### config.mk
export PLATFORM = sky130hd
export DESIGN_NAME = ras_supervisor
export DESIGN_NICKNAME = d
export VERILOG_FILES = /design/src/logic/ras_pkg.sv /design/src/logic/ras_persist.sv /design/src/logic/ras_supervisor.sv
export VERILOG_INCLUDE_DIRS = /design/src /design/src/logic
export SDC_FILE = /design/constraint.sdc
export NUM_CORES = 1
export LEC_CHECK = 0
export BUFFER_PORTS_ARGS = -buffer_cell sky130_fd_sc_hd__clkbuf_2
export CAP_MARGIN = 40
export CELL_PAD_IN_SITES_DETAIL_PLACEMENT = 1
export CELL_PAD_IN_SITES_GLOBAL_PLACEMENT = 2
export CORE_ASPECT_RATIO = 1.2
export CORE_MARGIN = 10
export CORE_UTILIZATION = 39
export DETAILED_ROUTE_END_ITERATION = 16
export PLACE_DENSITY_LB_ADDON = 0.15
export REMOVE_ABC_BUFFERS = 1
export SETUP_SLACK_MARGIN = 0.3
export SLEW_MARGIN = 20
export SYNTH_ARGS = -nofsm -noshare
export SYNTH_HDL_FRONTEND = slang
export SYNTH_SLANG_ARGS = --single-unit
### constraint.sdc
create_clock -name SYS_CLK -period 19.1 [get_ports SYS_CLK]
set_clock_uncertainty 0.1 [all_clocks]
set_input_delay 4.775 -clock SYS_CLK [delete_from_list [all_inputs] [get_ports SYS_CLK]]
set_output_delay 4.775 -clock SYS_CLK [all_outputs]
set_load 0.01 [all_outputs]
### src/logic/ras_regs.svh
`ifndef RAS_REGS_SVH
`define RAS_REGS_SVH

// Function codes of inputs and outputs
`define RAS_INCODE_INV1_FAULT 8'h8c
`define RAS_INCODE_INV2_FAULT 8'h8d
`define RAS_OUTCODE_INV1_RUN 8'h02
`define RAS_OUTCODE_INV2_RUN 8'h04
`define RAS_ANCODE_INV1_A 8'h03
`define RAS_ANCODE_INV1_B 8'h0c
`define RAS_ANCODE_INV2_A 8'h05
`define RAS_ANCODE_INV2_B 8'h0e

// Level thresholds in percent
`define RAS_LEVEL_LOW_PCT 7'h0f
`define RAS_LEVEL_HIGH_PCT 7'h59

// Analog minimum code: 0 V or 4 mA
`define RAS_AO_MIN 12'h000

// Timing: 1 s tick at 250 MHz, 45 min and 1 min persistence
`define RAS_CLK_HZ 250000000
`define RAS_TICK_CYCLES 250000000
`define RAS_LEVEL_SECONDS 2700
`define RAS_OIL_SECONDS 60

// Register map on the Avalon-MM slave (word addresses)
`define RAS_REG_STATUS 4'h0
`define RAS_REG_CONTROL 4'h1
`define RAS_REG_HOURS1 4'h2
`define RAS_REG_HOURS2 4'h3
`define RAS_REG_LIMIT 4'h4
`define RAS_REG_DICODE 4'h5
`define RAS_REG_LEVEL 4'h6

// Status bit positions
`define RAS_ST_SVC1 0
`define RAS_ST_SVC2 1
`define RAS_ST_FLT1 2
`define RAS_ST_FLT2 3
`define RAS_ST_LEVEL 4
`define RAS_ST_DISC 5
`define RAS_ST_OIL 6

// Control bit positions (write one: action pulse)
`define RAS_CT_RST_HRS1 0
`define RAS_CT_RST_HRS2 1
`define RAS_CT_CLR_DISC 2

`define RAS_LIMIT_RESET 32'h00002710
`define RAS_DICODE_RESET 16'h8d8c

`endif

### src/logic/ras_pkg.sv
`default_nettype none
package ras_pkg;
   // Avalon-MM request bundle
   typedef struct packed {
      logic [3:0] address;
      logic read;
      logic write;
      logic [31:0] writedata;
   } ras_bus_req_t;

   // Registered alarm flags, in status bit order
   typedef struct packed {
      logic oil;
      logic disc;
      logic level;
      logic flt2;
      logic flt1;
      logic svc2;
      logic svc1;
   } ras_alarm_t;

   typedef enum logic [1:0] {
      RAS_IDLE = 2'b00,
      RAS_ACK = 2'b01
   } ras_bus_st_t;
endpackage
`default_nettype wire

### src/logic/ras_persist.sv
`timescale 1ns/1ps
`default_nettype none
// --------------------------------------------------
// Persistence timer
// --------------------------------------------------
module ras_persist #(
   parameter int unsigned SECONDS = 60
) (
   input wire logic clk,
   input wire logic rst,
   input wire logic tick,
   input wire logic cond,
   output logic held
);
   logic [31:0] cnt_q;

   // Counts ticks while cond holds, restarts when cond drops
   always_ff @(posedge clk or posedge rst) begin
      if (rst) begin
         cnt_q <= 32'h0;
      end else if (!cond) begin
         cnt_q <= 32'h0;
      end else if (tick && cnt_q < SECONDS) begin
         cnt_q <= cnt_q + 32'h1;
      end
   end

   assign held = cond && (cnt_q >= SECONDS);
endmodule
`default_nettype wire

### src/logic/ras_supervisor.sv
`timescale 1ns/1ps
`default_nettype none
`include "ras_regs.svh"
// Overview of operation
// Service alarm when hours reach limit
// Service alarm signals only, cleared by hour reset
// Inputs coded 140/141 are inverter faults
// Fault switches off run outputs 2/4
// Fault forces analog outputs to minimum
// Fault clears itself when input drops
// Low level 45 min warns; clears 15-89% (code clears only strictly inside, 16-88%)
// Rupture-disc closure warns via buzzer, relay
// Rupture-disc warning latched until manual clear
// Oil separator closure over 1 min warns
// Oil warning clears when input false
// Timers from prescaled tick, restart on false
module ras_supervisor
   import ras_pkg::*;
#(
   parameter int unsigned TICK_CYCLES = `RAS_TICK_CYCLES,
   parameter int unsigned DI_COUNT = 8
) (
   input wire logic SYS_CLK,
   input wire logic RESET,
   input wire logic [3:0] AVS_ADDRESS,
   input wire logic AVS_READ,
   input wire logic AVS_WRITE,
   input wire logic [31:0] AVS_WRITEDATA,
   output logic [31:0] AVS_READDATA,
   output logic AVS_WAITREQUEST,
   input wire logic [DI_COUNT-1:0] DI_PIN,
   input wire logic INV1_RUNNING,
   input wire logic INV2_RUNNING,
   input wire logic REC_DISC_PIN,
   input wire logic OIL_SEP_PIN,
   input wire logic [6:0] LEVEL_PCT,
   input wire logic INV1_RUN_REQ,
   input wire logic INV2_RUN_REQ,
   input wire logic [11:0] INV1_AO_REQ,
   input wire logic [11:0] INV2_AO_REQ,
   output logic INV1_RUN,
   output logic INV2_RUN,
   output logic [11:0] INV1_AO,
   output logic [11:0] INV2_AO,
   output logic BUZZER,
   output logic ALARM_RELAY,
   output logic [6:0] ALARM_STATUS
);
   // --------------------------------------------------
   // Pin synchronisers (three stages, second and third agree)
   // --------------------------------------------------
   localparam int SW = DI_COUNT + 4;
   logic [SW-1:0] s1_q, s2_q, s3_q, pin_q;
   logic [SW-1:0] pins;
   assign pins = {OIL_SEP_PIN, REC_DISC_PIN, INV2_RUNNING, INV1_RUNNING,
                  DI_PIN};

   always_ff @(posedge SYS_CLK or posedge RESET) begin
      if (RESET) begin
         s1_q <= '0;
         s2_q <= '0;
         s3_q <= '0;
      end else begin
         s1_q <= pins;
         s2_q <= s1_q;
         s3_q <= s2_q;
      end
   end

   // Filtered pin value changes only when stages two and three agree
   always_ff @(posedge SYS_CLK or posedge RESET) begin
      if (RESET) begin
         pin_q <= '0;
      end else begin
         for (int i = 0; i < SW; i++) begin
            if (s2_q[i] == s3_q[i]) begin
               pin_q[i] <= s3_q[i];
            end
         end
      end
   end

   logic [DI_COUNT-1:0] di;
   logic run1, run2, disc_in, oil_in;
   assign di = pin_q[DI_COUNT-1:0];
   assign run1 = pin_q[DI_COUNT];
   assign run2 = pin_q[DI_COUNT+1];
   assign disc_in = pin_q[DI_COUNT+2];
   assign oil_in = pin_q[DI_COUNT+3];

   // Level input arrives as a sampled bus, three stages
   logic [6:0] lv1_q, lv2_q, lv3_q, level_q;
   always_ff @(posedge SYS_CLK or posedge RESET) begin
      if (RESET) begin
         lv1_q <= `RAS_LEVEL_LOW_PCT;
         lv2_q <= `RAS_LEVEL_LOW_PCT;
         lv3_q <= `RAS_LEVEL_LOW_PCT;
         level_q <= `RAS_LEVEL_LOW_PCT;
      end else begin
         lv1_q <= LEVEL_PCT;
         lv2_q <= lv1_q;
         lv3_q <= lv2_q;
         if (lv2_q == lv3_q) begin
            level_q <= lv3_q;
         end
      end
   end

   // --------------------------------------------------
   // Registers and bus slave
   // --------------------------------------------------
   ras_bus_req_t req;
   ras_bus_st_t bus_q;
   logic [31:0] limit_q, hours1_q, hours2_q, rdata_q;
   logic [15:0] dicode_q;
   logic [6:0] alarm_q;
   logic acc, wr_acc;
   logic [31:0] rd_mux;
   assign req = '{address: AVS_ADDRESS, read: AVS_READ, write: AVS_WRITE,
                  writedata: AVS_WRITEDATA};
   assign acc = (bus_q == RAS_IDLE) && (req.read || req.write);
   assign wr_acc = (bus_q == RAS_ACK) && req.write; // Commit at answer edge

   // One wait cycle, then answer with waitrequest low
   always_ff @(posedge SYS_CLK or posedge RESET) begin
      if (RESET) begin
         bus_q <= RAS_IDLE;
         AVS_WAITREQUEST <= 1'b1;
      end else begin
         case (bus_q)
            RAS_IDLE: begin
               if (req.read || req.write) begin
                  bus_q <= RAS_ACK;
                  AVS_WAITREQUEST <= 1'b0;
               end
            end
            RAS_ACK: begin
               bus_q <= RAS_IDLE;
               AVS_WAITREQUEST <= 1'b1;
            end
            default: begin
               bus_q <= RAS_IDLE;
               AVS_WAITREQUEST <= 1'b1;
            end
         endcase
      end
   end

   // Read multiplexer, unmapped reads as zero
   always_comb begin
      case (req.address)
         `RAS_REG_STATUS: rd_mux = {25'h0, alarm_q};
         `RAS_REG_HOURS1: rd_mux = hours1_q;
         `RAS_REG_HOURS2: rd_mux = hours2_q;
         `RAS_REG_LIMIT: rd_mux = limit_q;
         `RAS_REG_DICODE: rd_mux = {16'h0, dicode_q};
         `RAS_REG_LEVEL: rd_mux = {25'h0, level_q};
         default: rd_mux = 32'h0;
      endcase
   end

   always_ff @(posedge SYS_CLK or posedge RESET) begin
      if (RESET) begin
         AVS_READDATA <= 32'h0;
      end else if (acc && req.read) begin
         AVS_READDATA <= rd_mux;
      end
   end

   // Configuration registers
   always_ff @(posedge SYS_CLK or posedge RESET) begin
      if (RESET) begin
         limit_q <= `RAS_LIMIT_RESET;
         dicode_q <= `RAS_DICODE_RESET;
      end else if (wr_acc) begin
         if (req.address == `RAS_REG_LIMIT) begin
            limit_q <= req.writedata;
         end
         if (req.address == `RAS_REG_DICODE) begin
            dicode_q <= req.writedata[15:0];
         end
      end
   end

   logic ctl_wr, rst_h1, rst_h2, clr_disc;
   assign ctl_wr = wr_acc && (req.address == `RAS_REG_CONTROL);
   assign rst_h1 = ctl_wr && req.writedata[`RAS_CT_RST_HRS1];
   assign rst_h2 = ctl_wr && req.writedata[`RAS_CT_RST_HRS2];
   assign clr_disc = ctl_wr && req.writedata[`RAS_CT_CLR_DISC];

   // --------------------------------------------------
   // Prescaled one-second tick
   // --------------------------------------------------
   logic [31:0] pre_q;
   logic tick_q;
   always_ff @(posedge SYS_CLK or posedge RESET) begin
      if (RESET) begin
         pre_q <= 32'h0;
         tick_q <= 1'b0;
      end else if (pre_q >= TICK_CYCLES - 1) begin
         pre_q <= 32'h0;
         tick_q <= 1'b1;
      end else begin
         pre_q <= pre_q + 32'h1;
         tick_q <= 1'b0;
      end
   end

   // Running-time accumulators in seconds of inverter run
   always_ff @(posedge SYS_CLK or posedge RESET) begin
      if (RESET) begin
         hours1_q <= 32'h0;
         hours2_q <= 32'h0;
      end else begin
         if (rst_h1) begin
            hours1_q <= 32'h0;
         end else if (tick_q && run1 && hours1_q != 32'hffffffff) begin
            hours1_q <= hours1_q + 32'h1;
         end
         if (rst_h2) begin
            hours2_q <= 32'h0;
         end else if (tick_q && run2 && hours2_q != 32'hffffffff) begin
            hours2_q <= hours2_q + 32'h1;
         end
      end
   end

   // --------------------------------------------------
   // Alarm detection
   // --------------------------------------------------
   // When the fault's code byte matches, any active input asserts that fault
   function automatic logic code_hit(input logic [DI_COUNT-1:0] d,
                                     input logic [7:0] code,
                                     input logic [7:0] want);
      logic hit;
      hit = 1'b0;
      if (code == want) begin
         hit = |d;
      end
      return hit;
   endfunction

   logic flt1, flt2, level_low, level_ok, level_held, oil_held;
   assign flt1 = code_hit(di[DI_COUNT-1:0], dicode_q[7:0],
                          `RAS_INCODE_INV1_FAULT);
   assign flt2 = code_hit(di[DI_COUNT-1:0], dicode_q[15:8],
                          `RAS_INCODE_INV2_FAULT);
   assign level_low = level_q < `RAS_LEVEL_LOW_PCT;
   assign level_ok = (level_q > `RAS_LEVEL_LOW_PCT) &&
                     (level_q < `RAS_LEVEL_HIGH_PCT);

   ras_persist #(.SECONDS(`RAS_LEVEL_SECONDS)) u_level_timer (
      .clk(SYS_CLK),
      .rst(RESET),
      .tick(tick_q),
      .cond(level_low),
      .held(level_held)
   );

   ras_persist #(.SECONDS(`RAS_OIL_SECONDS + 1)) u_oil_timer (
      .clk(SYS_CLK),
      .rst(RESET),
      .tick(tick_q),
      .cond(oil_in),
      .held(oil_held)
   );

   // Alarm flags: set wins over clear, except an hour reset clears its service flag
   always_ff @(posedge SYS_CLK or posedge RESET) begin
      if (RESET) begin
         alarm_q <= 7'h00;
      end else begin
         alarm_q[`RAS_ST_SVC1] <= (hours1_q >= limit_q) && !rst_h1;
         alarm_q[`RAS_ST_SVC2] <= (hours2_q >= limit_q) && !rst_h2;
         alarm_q[`RAS_ST_FLT1] <= flt1;
         alarm_q[`RAS_ST_FLT2] <= flt2;
         if (level_held) begin
            alarm_q[`RAS_ST_LEVEL] <= 1'b1;
         end else if (level_ok) begin
            alarm_q[`RAS_ST_LEVEL] <= 1'b0;
         end
         if (disc_in) begin
            alarm_q[`RAS_ST_DISC] <= 1'b1;
         end else if (clr_disc) begin
            alarm_q[`RAS_ST_DISC] <= 1'b0;
         end
         alarm_q[`RAS_ST_OIL] <= oil_held;
      end
   end

   // --------------------------------------------------
   // Outputs
   // --------------------------------------------------
   // Faults override inverter run and analog demand
   always_ff @(posedge SYS_CLK or posedge RESET) begin
      if (RESET) begin
         INV1_RUN <= 1'b0;
         INV2_RUN <= 1'b0;
         INV1_AO <= `RAS_AO_MIN;
         INV2_AO <= `RAS_AO_MIN;
      end else begin
         INV1_RUN <= INV1_RUN_REQ && !flt1;
         INV2_RUN <= INV2_RUN_REQ && !flt2;
         INV1_AO <= flt1 ? `RAS_AO_MIN : INV1_AO_REQ;
         INV2_AO <= flt2 ? `RAS_AO_MIN : INV2_AO_REQ;
      end
   end

   // Warnings drive buzzer and relay; service alarm does not
   always_ff @(posedge SYS_CLK or posedge RESET) begin
      if (RESET) begin
         BUZZER <= 1'b0;
         ALARM_RELAY <= 1'b0;
         ALARM_STATUS <= 7'h00;
      end else begin
         BUZZER <= alarm_q[`RAS_ST_LEVEL] | alarm_q[`RAS_ST_DISC] |
                   alarm_q[`RAS_ST_OIL];
         ALARM_RELAY <= alarm_q[`RAS_ST_LEVEL] | alarm_q[`RAS_ST_DISC] |
                        alarm_q[`RAS_ST_OIL];
         ALARM_STATUS <= alarm_q;
      end
   end
endmodule
`default_nettype wire

# == After elaboration in Yosys (flattened, before gate mapping) ==
# Index checks and enable logic that the tools add are counted.
# word_totals
regBits,361
input_bits,85
output_inout_bits,68
word_cells,140
# classes
addsub,5
order_cmp,10
eq_ne,27
muxes,23
n_bitwise,2
reduce_logical,34
# ops
op,count
2-to-1 mux 32 bit,9
case mux 32 bit (6 select lines),1
"adder 32 x 1 -> 32 bit, second input constant",5
>= comparator 32 bit,2
"!= test 32 bit, second input constant",2
">= comparator 32 x 12 -> 1 bit, second input constant",1
">= comparator 32 x 28 -> 1 bit, second input constant",1
">= comparator 32 x 6 -> 1 bit, second input constant",1
"< comparator 32 x 12 -> 1 bit, second input constant",1
"< comparator 32 x 6 -> 1 bit, second input constant",1
2-to-1 mux 12 bit,2
logical AND 1 bit,20
"equality test 8 bit, second input constant",2
equality test 1 bit,12
"equality test 4 x 3 -> 1 bit, second input constant",3
2-to-1 mux 1 bit,9
"equality test 4 x 2 -> 1 bit, second input constant",2
nonzero test 2 bit,4
OR reduction 8 bit,1
equality test 7 bit,1
"> comparator 7 x 4 -> 1 bit, second input constant",1
"< comparator 7 x 4 -> 1 bit, second input constant",1
"< comparator 7 bit, second input constant",1
"equality test 4 x 1 -> 1 bit, second input constant",1
other kinds (10),17

# == Logic depth before layout (Yosys ltp) ==
# Gate-level depths: netlist of run 1.
# depth
ltp_word,6
depth_mapped,8
ltp_nobuf,7

# == By module ==
# Synthesis of run 1 repeated with hierarchy kept, for this count alone.
# unflattened
hier_cells,1489
hier_area_um2,16375.7
# modules_own_cells
mod,instances,cells_per_inst,area_each_um2,seq_area_each_um2
ras_supervisor,1,1260,13679.4,7443.4
ras_persist (u_level_timer),1,122,1381.3,800.8
ras_persist (u_oil_timer),1,107,1315.0,800.8

# == Least setup slack after synthesis of run 1 ==
# OpenSTA, ideal clock, no wires.
# synth_timing
kind,input to register
from,in AVS_ADDRESS[1]
to,reg dicode_q[0]
setup_ps,125
t_arrival_ps,6383
slack_ps,12493
stages,5
path_buffers,2
path_cell_list,clkbuf_1 > nand2b_1 > nor3_1 > clkbuf_1 > mux2_2
# synth_between
elab_chain_len,2
# synth_rtl
item,line_no,source
from (decl),ras_supervisor.sv:25,"input wire logic [3:0] AVS_ADDRESS,"
equality test 4 x 3 -> 1 bit,-,
AND reduction 2 bit (no source line),-,
to (signal assigned),ras_supervisor.sv:174,dicode_q <= `RAS_DICODE_RESET;
to (signal assigned),ras_supervisor.sv:180,dicode_q <= req.writedata[15:0];
to (decl),ras_supervisor.sv:115,logic [15:0] dicode_q;
# No other way between the ends.
# A chain may end at the register's enable or synchronous reset.

# == Final worst setup path of run 1 ==
# layout_timing
from,in AVS_ADDRESS[2]
to,reg alarm_q[0]
# layout_between
elab_chain_len,5
# layout_rtl
item,line_no,source
equality test 4 x 1 -> 1 bit (no source line),-,
logical AND 1 bit,ras_supervisor.sv:186,assign ctl_wr = wr_acc && (req.address == `RAS_REG_CONTROL);
logical AND 1 bit,ras_supervisor.sv:187,assign rst_h1 = ctl_wr && req.writedata[`RAS_CT_RST_HRS1];
logical NOT 1 bit,ras_supervisor.sv:273,alarm_q[`RAS_ST_SVC1] <= (hours1_q >= limit_q) && !rst_h1;
logical AND 1 bit,ras_supervisor.sv:273,
"to (signal, indexed assignment)",ras_supervisor.sv:273,
"to (signal, indexed assignment)",ras_supervisor.sv:274,alarm_q[`RAS_ST_SVC2] <= (hours2_q >= limit_q) && !rst_h2;
"to (signal, indexed assignment)",ras_supervisor.sv:275,alarm_q[`RAS_ST_FLT1] <= flt1;
to (decl),ras_supervisor.sv:116,logic [6:0] alarm_q;
# No other way between the ends.

==> reports/qor.txt, run 1 <==
Prevailing post-synth register cell: dfrtp_1
Final period util: 34.3%
Top Ports: 153
Critical path depth in cells: 7
GP Congestion: 0.821
Area of the multi-input gates: 6840 µm²
Total CTS buffers: 40
Worst IR drop on VDD: 0.0000557 V
Number of global-route vias before repair: 13200
Startpoint types: input pin
Routed WL per cell: 21.4 µm
Hold path endpoint: s2_q[4]
Worst-Skew Late Latency: 550 ps
Post-DRT Antenna Nets: 0
Core ar.: 41600 µm²
Slew headroom: 34.8%
Crit path DAT: 6880 ps
CTS H-tree depth: 2
Synth cell types: 64
Outcome: complete, no violations
Drc violations: 0
Iteration-0 DRC Markers: 633
Fmax: 153 MHz
Cell Chain, Critical Path: clkbuf_2 -> nor4bb_1 -> nand3_1 -> buf_8 -> nand2_1 -> o22ai_1 -> a41o_1
Final #Nets: 1822
Hold buffer count at cts: 0
Yosys reg bits: 360
Total number of yosys warnings: 0
Root buffer cell: clkbuf_16
Buf+Inv Stages, Crit Path: 2
Max_cap viols: 0
Worst path max stage delay: 690 ps
Worst setup startpoint: AVS_ADDRESS[2]
Critical Path RT: 19430 ps
Wirelength, routed: 48000 µm
Placed instance count: 2166
Fin crit period: 6550 ps
Die X: 207 µm
Power per cell area: 116 nW/µm²
Setup TNS: 0 ps
TritonRoute pass-1 iters: 5
CTS tree: done
Vias per cell: 5.49
Tightest Pin Transition: 977 ps
Die Y: 244 µm
Synthesized area per cell: 10.8 µm²
Final slew viol count: 0
Final non-filler cell total: 2244
Number of vias in the routed layout: 12300
FF+latch area: 9040 µm²
Hold Crit Class: reg -> reg
Pwr Total: 2220 µW
Reg2Reg Setup Slack: 15930 ps
Num Clock Sinks: 360
Post-synthesis sequential area ratio: 55.5%
HPWL Detailed: 34400 µm
Setup WS pre-CTS: 11980 ps
Clk buf depth: 3
Pin count of the biggest net entering global routing: 168
Layout overhead on the synthesized area: 17.3%
Crit path max fanout: 17
Worst-path clk slew: 60 ps
FILL cells: 4619
Commonest non-fill, non-tap cells in the layout: dfrtp_1 (331), nand2_1 (152), clkbuf_2 (152)
Critical path type: in -> reg
Setup bufs post-CTS: 0
Starting Density: 39.2%
RSZ-0062 raised after global routing: false
WHS Path Cells: 0
CTS-repair resized insts: 0
Post-synth EDFFs: 0
Initial antenna violation count: 1
Dominant cells by area after synthesis: dfrtp_1 (51%), ha_1 (5.5%), dfstp_2 (4.7%)
Gr ovfl total: 0
Min-delay src: s1_q[4]
Leak: 0.00852 µW
First-pass GRT wire length: 76700 µm
Share of cells above drive strength 1: 18.4%
Final Setup Violations: 0
Async SR Flop Fraction: 100%
Synthesized instance count: 1507
Slowest cell on the critical path: nor4bb_1
Worst reg2reg path depth: 7
Leading cell type in the layout, fill and taps excluded: dfrtp_1
Cell accounting for the most synthesized area: dfrtp_1
Area fraction of the dominant cell type after synthesis: 50.8%
DIE AREA: 50400 µm²
Worst reg2reg path endpoint: hours2_q[4]
Worst setup EP type: register
Final Util: 46.0%
Port Buffers: 152
Hold Fails Final Rpt: 0
Std cell rows: 82
Top delay family on crit path: simple AND/OR/NAND/NOR gates
R2r startpoint: hours2_q[1]
Total track usage: 19.2%
Mapped cell area: 16300 µm²
Min setup slack post-route: 12550 ps
-- where the power goes --
| part | internal (µW) | switching (µW) | leakage (µW) | total [µW] |
|---|---|---|---|---|
| combinational | 189 | 264 | 0.00346 | 453 |
| sequential | 873 | 146 | 0.00442 | 1020 |
| clock | 440 | 313 | 0.000640 | 753 |
| total | 1500 | 723 | 0.00852 | 2220 |
-- cell usage after synthesis, types with 24 or more instances --
master and number:
ha_1 72, xnor2_1 48, nand4_1 44, nand3_1 44, and2_1 76, mux2_2 24, nor4_1 36, nor3_1 27
inv_1 54, o21ai_0 79, nor2_1 84, a21oi_1 51, dfrtp_1 331, dfstp_2 29, nand2_1 152, clkbuf_1 57
-- logic make-up after synthesis --
| family | synth area share [%] |
|---|---|
| simple gates | 18.3 |
| flops | 55.5 |
| compound gates | 11.2 |
| buf+inv | 2.87 |
| fa+ha+maj | 6.26 |
| xor+xnor | 3.28 |
| mux | 2.58 |
| other cells | 0.0230 |
-- how the worst max path moves through the flow --
stage / to / slack, ps
after floorplan: ALARM_RELAY / 4280
after global placement: hours1_q[28] / 11660
after detailed placement: alarm_q[0] / 11980
after global routing: alarm_q[0] / 12370
after CTS: alarm_q[0] / 12560
final: alarm_q[0] / 12550
-- area by class of cell --
| type | count | area share (%) |
|---|---|---|
| clock inverter | 10 | 0.321 |
| timing repair buffer | 179 | 5.47 |
| antenna | 1 | 0.0131 |
| inverter | 54 | 1.10 |
| sequential | 360 | 47.3 |
| multi-input combinational | 1030 | 35.8 |
| tap | 546 | 3.57 |
| clock buffer | 64 | 6.40 |
-- per-layer routing --
metal,part of all wire [%],wire [µm],vias up,global-route usage (%)
li1,-,-,5751,-
met1,42,20400,6314,23.8
met2,52,24800,184,33.9
met3,3.8,1840,64,3.10
met4,2.0,983,2,4.73
met5,0.025,12,-,0
-- metrics by stage --
step           hold slack (ps)  cell area (µm²)
6_report                   246            19100
4_1_cts                    249            19100
3_5_place_dp               236            17800
2_1_floorplan              231            16000
3_3_place_gp               231            17700
5_1_grt                    254            19100
-- flip-flops by register name, summed over array words and instances, names as in the netlist, 12 cells and up --
signal,count
hours2_q,32
INV2_AO,12
u_oil_timer.cnt_q,32
pin_q,12
u_level_timer.cnt_q,32
s1_q,12
AVS_READDATA,32
INV1_AO,12
s2_q,12
dicode_q,16
limit_q,32
s3_q,12
hours1_q,32
pre_q,32
(Power assumes the default switching activity.)
==> run 2, diff against run 1 <==
--- a/config.mk
+++ b/config.mk
@@ -6,13 +6,14 @@
 export SDC_FILE = /design/constraint.sdc
 export NUM_CORES = 1
 export LEC_CHECK = 0
+export ABC_AREA = 1
 export BUFFER_PORTS_ARGS = -buffer_cell sky130_fd_sc_hd__clkbuf_2
 export CAP_MARGIN = 40
 export CELL_PAD_IN_SITES_DETAIL_PLACEMENT = 1
 export CELL_PAD_IN_SITES_GLOBAL_PLACEMENT = 2
 export CORE_ASPECT_RATIO = 1.2
 export CORE_MARGIN = 10
-export CORE_UTILIZATION = 39
+export CORE_UTILIZATION = 36
 export DETAILED_ROUTE_END_ITERATION = 16
 export PLACE_DENSITY_LB_ADDON = 0.15
 export REMOVE_ABC_BUFFERS = 1
==> constraint.sdc (replaced) <==
create_clock -name SYS_CLK -period 6.8 [get_ports SYS_CLK]
set_clock_uncertainty 0.1 [all_clocks]
set_input_delay 1.7 -clock SYS_CLK [delete_from_list [all_inputs] [get_ports SYS_CLK]]
set_output_delay 1.7 -clock SYS_CLK [all_outputs]
set_load 0.01 [all_outputs]
==> run 2 against run 1 <==
  * Cell count rose by 36%
  * Largest cell class unchanged
  * Largest power group unchanged
  * Critical path depth rose by 2
  * Sequential power grew to 2.5 times the previous value
  * Critical endpoint is now limit_q[20]
  * Final area increased by 8.5%
==> reports/qor.txt, run 2 <==
DIE AREA: 59100 µm² (was 50400 µm²)
NetSw: 1730 µW (was 723 µW)
Most frequent cells after synthesis: nand2_1 (604), dfrtp_1 (331), nor2_1 (304) (was dfrtp_1 (331), nand2_1 (152), nor2_1 (84))
RSZ-0062 raised after global routing: false (unchanged)
Mapped cell area: 17900 µm² (was 16300 µm²)
Dominant cells by area after synthesis: dfrtp_1 (46%), nand2_1 (13%), nor2_1 (6.4%) (was dfrtp_1 (51%), ha_1 (5.5%), dfstp_2 (4.7%))
Worst path max stage delay: 560 ps (was 690 ps)
Leading cell type in the layout, fill and taps excluded: nand2_1 (was dfrtp_1)
Commonest non-fill, non-tap cells in the layout: nand2_1 (603), dfrtp_1 (331), nor2_1 (303) (was dfrtp_1 (331), nand2_1 (152), clkbuf_2 (152))
Final #Nets: 2529 (was 1822)
Total CTS buffers: 41 (was 40)
Pin count of the biggest net entering global routing: 136 (was 168)
Share of cells above drive strength 1: 12.2% (was 18.4%)
CTS H-tree depth: 2 (unchanged)
Worst IR drop on VDD: 0.000184 V (was 0.0000557 V)
HPWL Detailed: 43200 µm (was 34400 µm)
Area fraction of the dominant cell type after synthesis: 46.3% (was 50.8%)
Setup WS pre-CTS: 2720 ps (was 11980 ps)
Worst-path clk slew: 70 ps (was 60 ps)
R2r startpoint: bus_q[0] (was hours2_q[1])
Number of global-route vias before repair: 15900 (was 13200)
Hold Crit Class: reg -> reg (unchanged)
Min-delay src: s1_q[11] (was s1_q[4])
Tightest Pin Transition: 825 ps (was 977 ps)
Worst reg2reg path endpoint: hours1_q[2] (was hours2_q[4])
Worst-Skew Late Latency: 580 ps (was 550 ps)
Clock network power share: 38.7% (was 33.9%)
CTS-repair resized insts: 0 (unchanged)
Final period util: 52.3%
Synth cell types: 44 (was 64)
GP Congestion: 0.835 (was 0.821)
Std cell rows: 89 (was 82)
Wirelength, routed: 56600 µm (was 48000 µm)
Sw Ratio: 30.7% (was 32.5%)
Post-synthesis sequential area ratio: 50.5% (was 55.5%)
Fmax: 281 MHz
Total track usage: 19.2% (about the same)
Final slew viol count: 0 (unchanged)
Num Clock Sinks: 360 (unchanged)
Total number of yosys warnings: 0 (unchanged)
Post-synth EDFFs: 0 (unchanged)
Power per cell area: 272 nW/µm² (was 116 nW/µm²)
Outcome: complete, no violations (unchanged)
Die Y: 264 µm (was 244 µm)
Routed WL per cell: 18.6 µm (was 21.4 µm)
Max_cap viols: 0 (unchanged)
Slowest cell on the critical path: nand2_1 (was nor4bb_1)
Pwr Total: 5640 µW (was 2220 µW)
Die X: 224 µm (was 207 µm)
Initial antenna violation count: 1 (unchanged)
Core ar.: 49200 µm² (was 41600 µm²)
Crit path DAT: 3930 ps (was 6880 ps)
Setup bufs post-CTS: 0 (unchanged)
Hold buffer count at cts: 0 (unchanged)
Worst setup EP type: register (unchanged)
Hold Fails Final Rpt: 0 (unchanged)
Logic gate share of total power: 15.9% (was 20.3%)
Slew headroom: 45.0% (was 34.8%)
Post-DRT Antenna Nets: 0 (unchanged)
Int Power: 3910 µW (was 1500 µW)
TritonRoute pass-1 iters: 6 (was 5)
Iteration-0 DRC Markers: 690 (was 633)
Flop pwr share: 45.3% (was 45.8%)
Final Setup Violations: 0 (unchanged)
Final Util: 42.2% (was 46.0%)
Clk buf depth: 3 (unchanged)
First-pass GRT wire length: 90800 µm (was 76700 µm)
Worst reg2reg path depth: 9 (was 7)
Layout overhead on the synthesized area: 15.9% (was 17.3%)
Reg2Reg Setup Slack: 4220 ps (was 15930 ps)
Async SR Flop Fraction: 100% (unchanged)
Vias per cell: 4.93 (was 5.49)
FILL cells: 6047 (was 4619)
Min setup slack post-route: 3240 ps (was 12550 ps)
Cell Chain, Critical Path: clkbuf_2 -> inv_1 -> nor2_4 -> nand2_1 -> inv_2 -> nand3_2 -> buf_4 -> nor2_1 -> a21oi_1 (was clkbuf_2 -> nor4bb_1 -> nand3_1 -> buf_8 -> nand2_1 -> o22ai_1 -> a41o_1)
Cell accounting for the most synthesized area: dfrtp_1 (unchanged)
Root buffer cell: clkbuf_16 (unchanged)
Top Ports: 153 (unchanged)
Critical Path RT: 7170 ps (was 19430 ps)
Leak: 0.0102 µW (was 0.00852 µW)
Synthesized instance count: 2210 (was 1507)
Startpoint types: input pin (unchanged)
Starting Density: 36.4% (was 39.2%)
Most frequent cell after synthesis: nand2_1 (was dfrtp_1)
Crit path max fanout: 64 (was 17)
Port Buffers: 152 (unchanged)
WHS Path Cells: 0 (unchanged)
Gr ovfl total: 0 (unchanged)
Hold path endpoint: s2_q[11] (was s2_q[4])
Synthesized area per cell: 8.10 µm² (was 10.8 µm²)
Critical path type: in -> reg (unchanged)
Yosys reg bits: 360 (unchanged)
Fin crit period: 3560 ps
Prevailing post-synth register cell: dfrtp_1 (unchanged)
Number of vias in the routed layout: 15000 (was 12300)
Drc violations: 0 (unchanged)
CTS tree: done (unchanged)
==> run 2: changes by cell type after synthesis, sizes merged, moves of 32 or more <==
cell,delta
nor2,+228
and2,-75
nand3,+65
o21ai,+67
nand2,+460
inv,+236
nor4,-32
==> run 2: final cells by class <==
class / instances / area, µm² / area share [%]
timing repair buffer: 169 / 980 / 4.72
inverter: 292 / 1110 / 5.34
clock inverter: 15 / 156 / 0.754
tap: 637 / 797 / 3.84
clock buffer: 59 / 1140 / 5.51
multi-input combinational: 1508 / 7510 / 36.2
antenna: 1 / 2.50 / 0.0121
sequential: 360 / 9040 / 43.6
==> run 2: cells by family after synthesis <==
kind of cell	after synthesis	synth area share [%]
flip-flops	360	50.5
XOR/XNOR	61	2.98
AND/OR/NAND/NOR	1130	26.3
other	1	0.0209
AO/OA/AOI/OAI	229	6.83
adder cells (fa/ha/maj)	84	5.70
buffers and inverters	345	7.69
==> run 2: power groups by stage <==
stage,Clock [µW],Sequential [µW],Combinational [µW]
floorplan,0,2520,591
global route,2340,2580,1050
global placement,0,2600,855
CTS,2260,2560,916
finish,2180,2560,899
detailed placement,0,2600,909
==> run 2: worst max-delay path, delay by kind of cell <==
family	cells	cell delay [ps]
buffers and inverters	4	1170
AND/OR/NAND/NOR	4	870
AO/OA/AOI/OAI	1	170
==> run 2: how the worst max path moves through the flow <==
stage | from | slack (ps) | depth (start not counted) | to
6_report | AVS_ADDRESS[2] | 3240 | 9 | limit_q[20]
2_1_floorplan | RESET | -4940 | 1 | ALARM_RELAY
3_5_place_dp | AVS_ADDRESS[1] | 2720 | 11 | hours1_q[2]
5_1_grt | AVS_ADDRESS[2] | 3080 | 9 | limit_q[10]
4_1_cts | AVS_ADDRESS[2] | 3320 | 9 | limit_q[20]
3_3_place_gp | AVS_ADDRESS[1] | 2630 | 10 | hours2_q[30]
==> run 2: per-layer routing <==
metal	routed length (µm)	up-vias	global-route usage, %
met2	28000	243	33.4
met1	24600	7348	23.4
met5	17	-	0
met4	1480	2	5.90
li1	-	7323	-
met3	2450	73	3.67
==> run 2: per-stage QoR <==
stage,instance area [µm²],hold WS [ps],TNS (ps),cells
after floorplan,17600,231,-1696200,2160
after global placement,19300,233,0,2957
after detailed placement,19400,236,0,2965
after CTS,20700,248,0,3039
after global routing,20700,250,0,3040
final,20700,239,0,3041
==> run 3, diff against run 2 <==
--- a/config.mk
+++ b/config.mk
@@ -6,14 +6,14 @@
 export SDC_FILE = /design/constraint.sdc
 export NUM_CORES = 1
 export LEC_CHECK = 0
-export ABC_AREA = 1
+export ABC_AREA = 0
 export BUFFER_PORTS_ARGS = -buffer_cell sky130_fd_sc_hd__clkbuf_2
 export CAP_MARGIN = 40
 export CELL_PAD_IN_SITES_DETAIL_PLACEMENT = 1
 export CELL_PAD_IN_SITES_GLOBAL_PLACEMENT = 2
 export CORE_ASPECT_RATIO = 1.2
 export CORE_MARGIN = 10
-export CORE_UTILIZATION = 36
+export CORE_UTILIZATION = 39
 export DETAILED_ROUTE_END_ITERATION = 16
 export PLACE_DENSITY_LB_ADDON = 0.15
 export REMOVE_ABC_BUFFERS = 1
==> constraint.sdc (replaced) <==
create_clock -name SYS_CLK -period 3.6 [get_ports SYS_CLK]
set_clock_uncertainty 0.1 [all_clocks]
set_input_delay 0.9 -clock SYS_CLK [delete_from_list [all_inputs] [get_ports SYS_CLK]]
set_output_delay 0.9 -clock SYS_CLK [all_outputs]
set_load 0.01 [all_outputs]
==> run 3 against run 2 <==
  * Die area fell by 15%
  * Critical path depth fell by 4
  * Register-to-register slack got worse by 3300 ps
  * Count of clock-buffer cells in the layout rose by 1
  * Cell count fell by 26%
  * Non-clock buffer count rose by 30
  * Global-route usage fell by 0.061 points
  * Sequential cell count did not move
  * Critical path type is now reg -> reg
  * Largest power group unchanged
==> reports/qor.txt, run 3 (synthesized netlist as in run 1, its figures left out) <==
Post-DRT Antenna Nets: 0 (unchanged)
Outcome: complete, no violations (unchanged)
Flop pwr share: 42.5% (was 45.3%)
Crit path max fanout: 13 (was 64)
NetSw: 3910 µW (was 1730 µW)
Tightest Pin Transition: 863 ps (was 825 ps)
Logic gate share of total power: 20.7% (was 15.9%)
Core ar.: 41600 µm² (was 49200 µm²)
First-pass GRT wire length: 76300 µm (was 90800 µm)
TritonRoute pass-1 iters: 7 (was 6)
CTS tree: done (unchanged)
CTS H-tree depth: 2 (unchanged)
Number of global-route vias before repair: 13200 (was 15900)
Startpoint types: register (was input pin)
Worst IR drop on VDD: 0.000396 V (was 0.000184 V)
Sw Ratio: 31.4% (was 30.7%)
Max_cap viols: 0 (unchanged)
DIE AREA: 50400 µm² (was 59100 µm²)
Number of vias in the routed layout: 12400 (was 15000)
Ant diodes: 0 (was 1)
Total track usage: 19.1% (was 19.2%)
Share of cells above drive strength 1: 19.7% (was 12.2%)
Pin count of the biggest net entering global routing: 78 (was 136)
Root buffer cell: clkbuf_16 (unchanged)
Hold buffer count at cts: 0 (unchanged)
Hold WS: 245 ps (was 239 ps)
RSZ-0062 raised after global routing: false (unchanged)
Routed WL per cell: 21.1 µm (was 18.6 µm)
Critical path type: reg -> reg (was in -> reg)
Fin crit period: 2650 ps
Starting Density: 39.2% (was 36.4%)
Wirelength, routed: 47700 µm (was 56600 µm)
Worst-path clk slew: 60 ps (was 70 ps)
Clk buf depth: 3 (unchanged)
Port Buffers: 152 (unchanged)
Int Power: 8550 µW (was 3910 µW)
Fmax: 377 MHz
Top Ports: 153 (unchanged)
FILL cells: 4598 (was 6047)
Slew headroom: 42.0% (was 45.0%)
Final slew viol count: 0 (unchanged)
Setup TNS: 0 ps (unchanged)
Num Clock Sinks: 360 (unchanged)
Hold Crit Class: reg -> reg (unchanged)
Vias per cell: 5.47 (was 4.93)
Area of the multi-input gates: 6840 µm² (was 7510 µm²)
FF+latch area: 9040 µm² (unchanged)
Clock network power share: 36.8% (was 38.7%)
Commonest non-fill, non-tap cells in the layout: dfrtp_1 (331), nand2_1 (152), clkbuf_2 (152) (was nand2_1 (603), dfrtp_1 (331), nor2_1 (303))
Std cell rows: 82 (was 89)
Iteration-0 DRC Markers: 565 (was 690)
Worst setup EP type: register (unchanged)
Critical Path RT: 3970 ps (was 7170 ps)
Leak: 0.00869 µW (was 0.0102 µW)
Layout overhead on the synthesized area: 19.3% (was 15.9%)
HPWL Detailed: 34500 µm (was 43200 µm)
Total CTS buffers: 41 (unchanged)
Drc violations: 0 (unchanged)
Leading cell type in the layout, fill and taps excluded: dfrtp_1 (was nand2_1)
Hold Fails Final Rpt: 0 (unchanged)
Initial antenna violation count: 1 (unchanged)
Final period util: 73.7%
Die X: 207 µm (was 224 µm)
Gr ovfl total: 0 (unchanged)
Setup bufs post-CTS: 0 (unchanged)
Final #Nets: 1843 (was 2529)
Die Y: 244 µm (was 264 µm)
Final Setup Violations: 0 (unchanged)
Crit path DAT: 3030 ps (was 3930 ps)
GP Congestion: 0.829 (was 0.835)
Worst-Skew Late Latency: 560 ps (was 580 ps)
CTS-repair resized insts: 0 (unchanged)
Power per cell area: 641 nW/µm² (was 272 nW/µm²)
-- run 3: cell count changes in the layout (fill, tap and decap cells not counted), sizes merged, moves of 32 or more --
cell | before | now
and2 | 1 | 76
nand3 | 109 | 44
inv | 294 | 55
nor2 | 312 | 84
nor4 | 5 | 37
nand2 | 612 | 152
o21ai | 146 | 79
-- run 3: layout make-up --
class                           instances  share of cell area (%)
Multi-Input combinational cell       1030                    35.2
Inverter                               54                    1.08
Clock buffer                           60                    6.26
Sequential cell                       360                    46.5
Tap cell                              546                    3.51
Timing Repair Buffer                  199                    6.01
Clock inverter                         16                    1.47
-- run 3: worst max-delay path, cell delays in order (launching register included) --
cell	delay, ps
dfrtp_1	480
nand4_2	200
or4_1	680
a211o_1	490
nor4_1	380
mux2i_1	230
-- run 3: metrics by stage --
step	area (µm²)	setup WS, ps	instances	total power (µW)	util (%)
finish	19400	946	2265	12500	46.8
detailed placement	17900	890	2187	7960	43.2
floorplan	16000	-7340	1444	6820	-
global route	19400	772	2265	13200	46.8
global placement	17900	912	2186	7840	43.1
CTS	19400	939	2263	12600	46.8
-- run 3: routing by layer --
layer | vias up | share of wire, % | GRT usage, %
met2 | 174 | 51 | 33.3
met3 | 71 | 3.7 | 3.15
met5 | - | 0.025 | 0
met4 | 2 | 2.9 | 5.95
met1 | 6345 | 42 | 23.6
li1 | 5790 | - | -
-- run 3: final timing paths --
path	start	to	cells past startpoint	slack [ps]
setup reg to reg	hours1_q[5]	hours1_q[31]	5	950
hold reg to reg	s1_q[0]	s2_q[0]	0	240
hold / removal	s1_q[0]	s2_q[0]	0	240
min in group asynchronous	RESET	AVS_READDATA[1]	2	310
setup / recovery	hours1_q[5]	hours1_q[31]	5	950
max in group asynchronous	RESET	lv2_q[0]	3	2210
-- run 3: power by group through the flow --
stage                     Clock [µW]  Combinational (µW)  Sequential (µW)
after floorplan                    0                1640             5180
after global placement             0                2490             5350
after detailed placement           0                2590             5370
after CTS                       4710                2610             5300
after global routing            4880                2950             5390
final                           4590                2580             5300
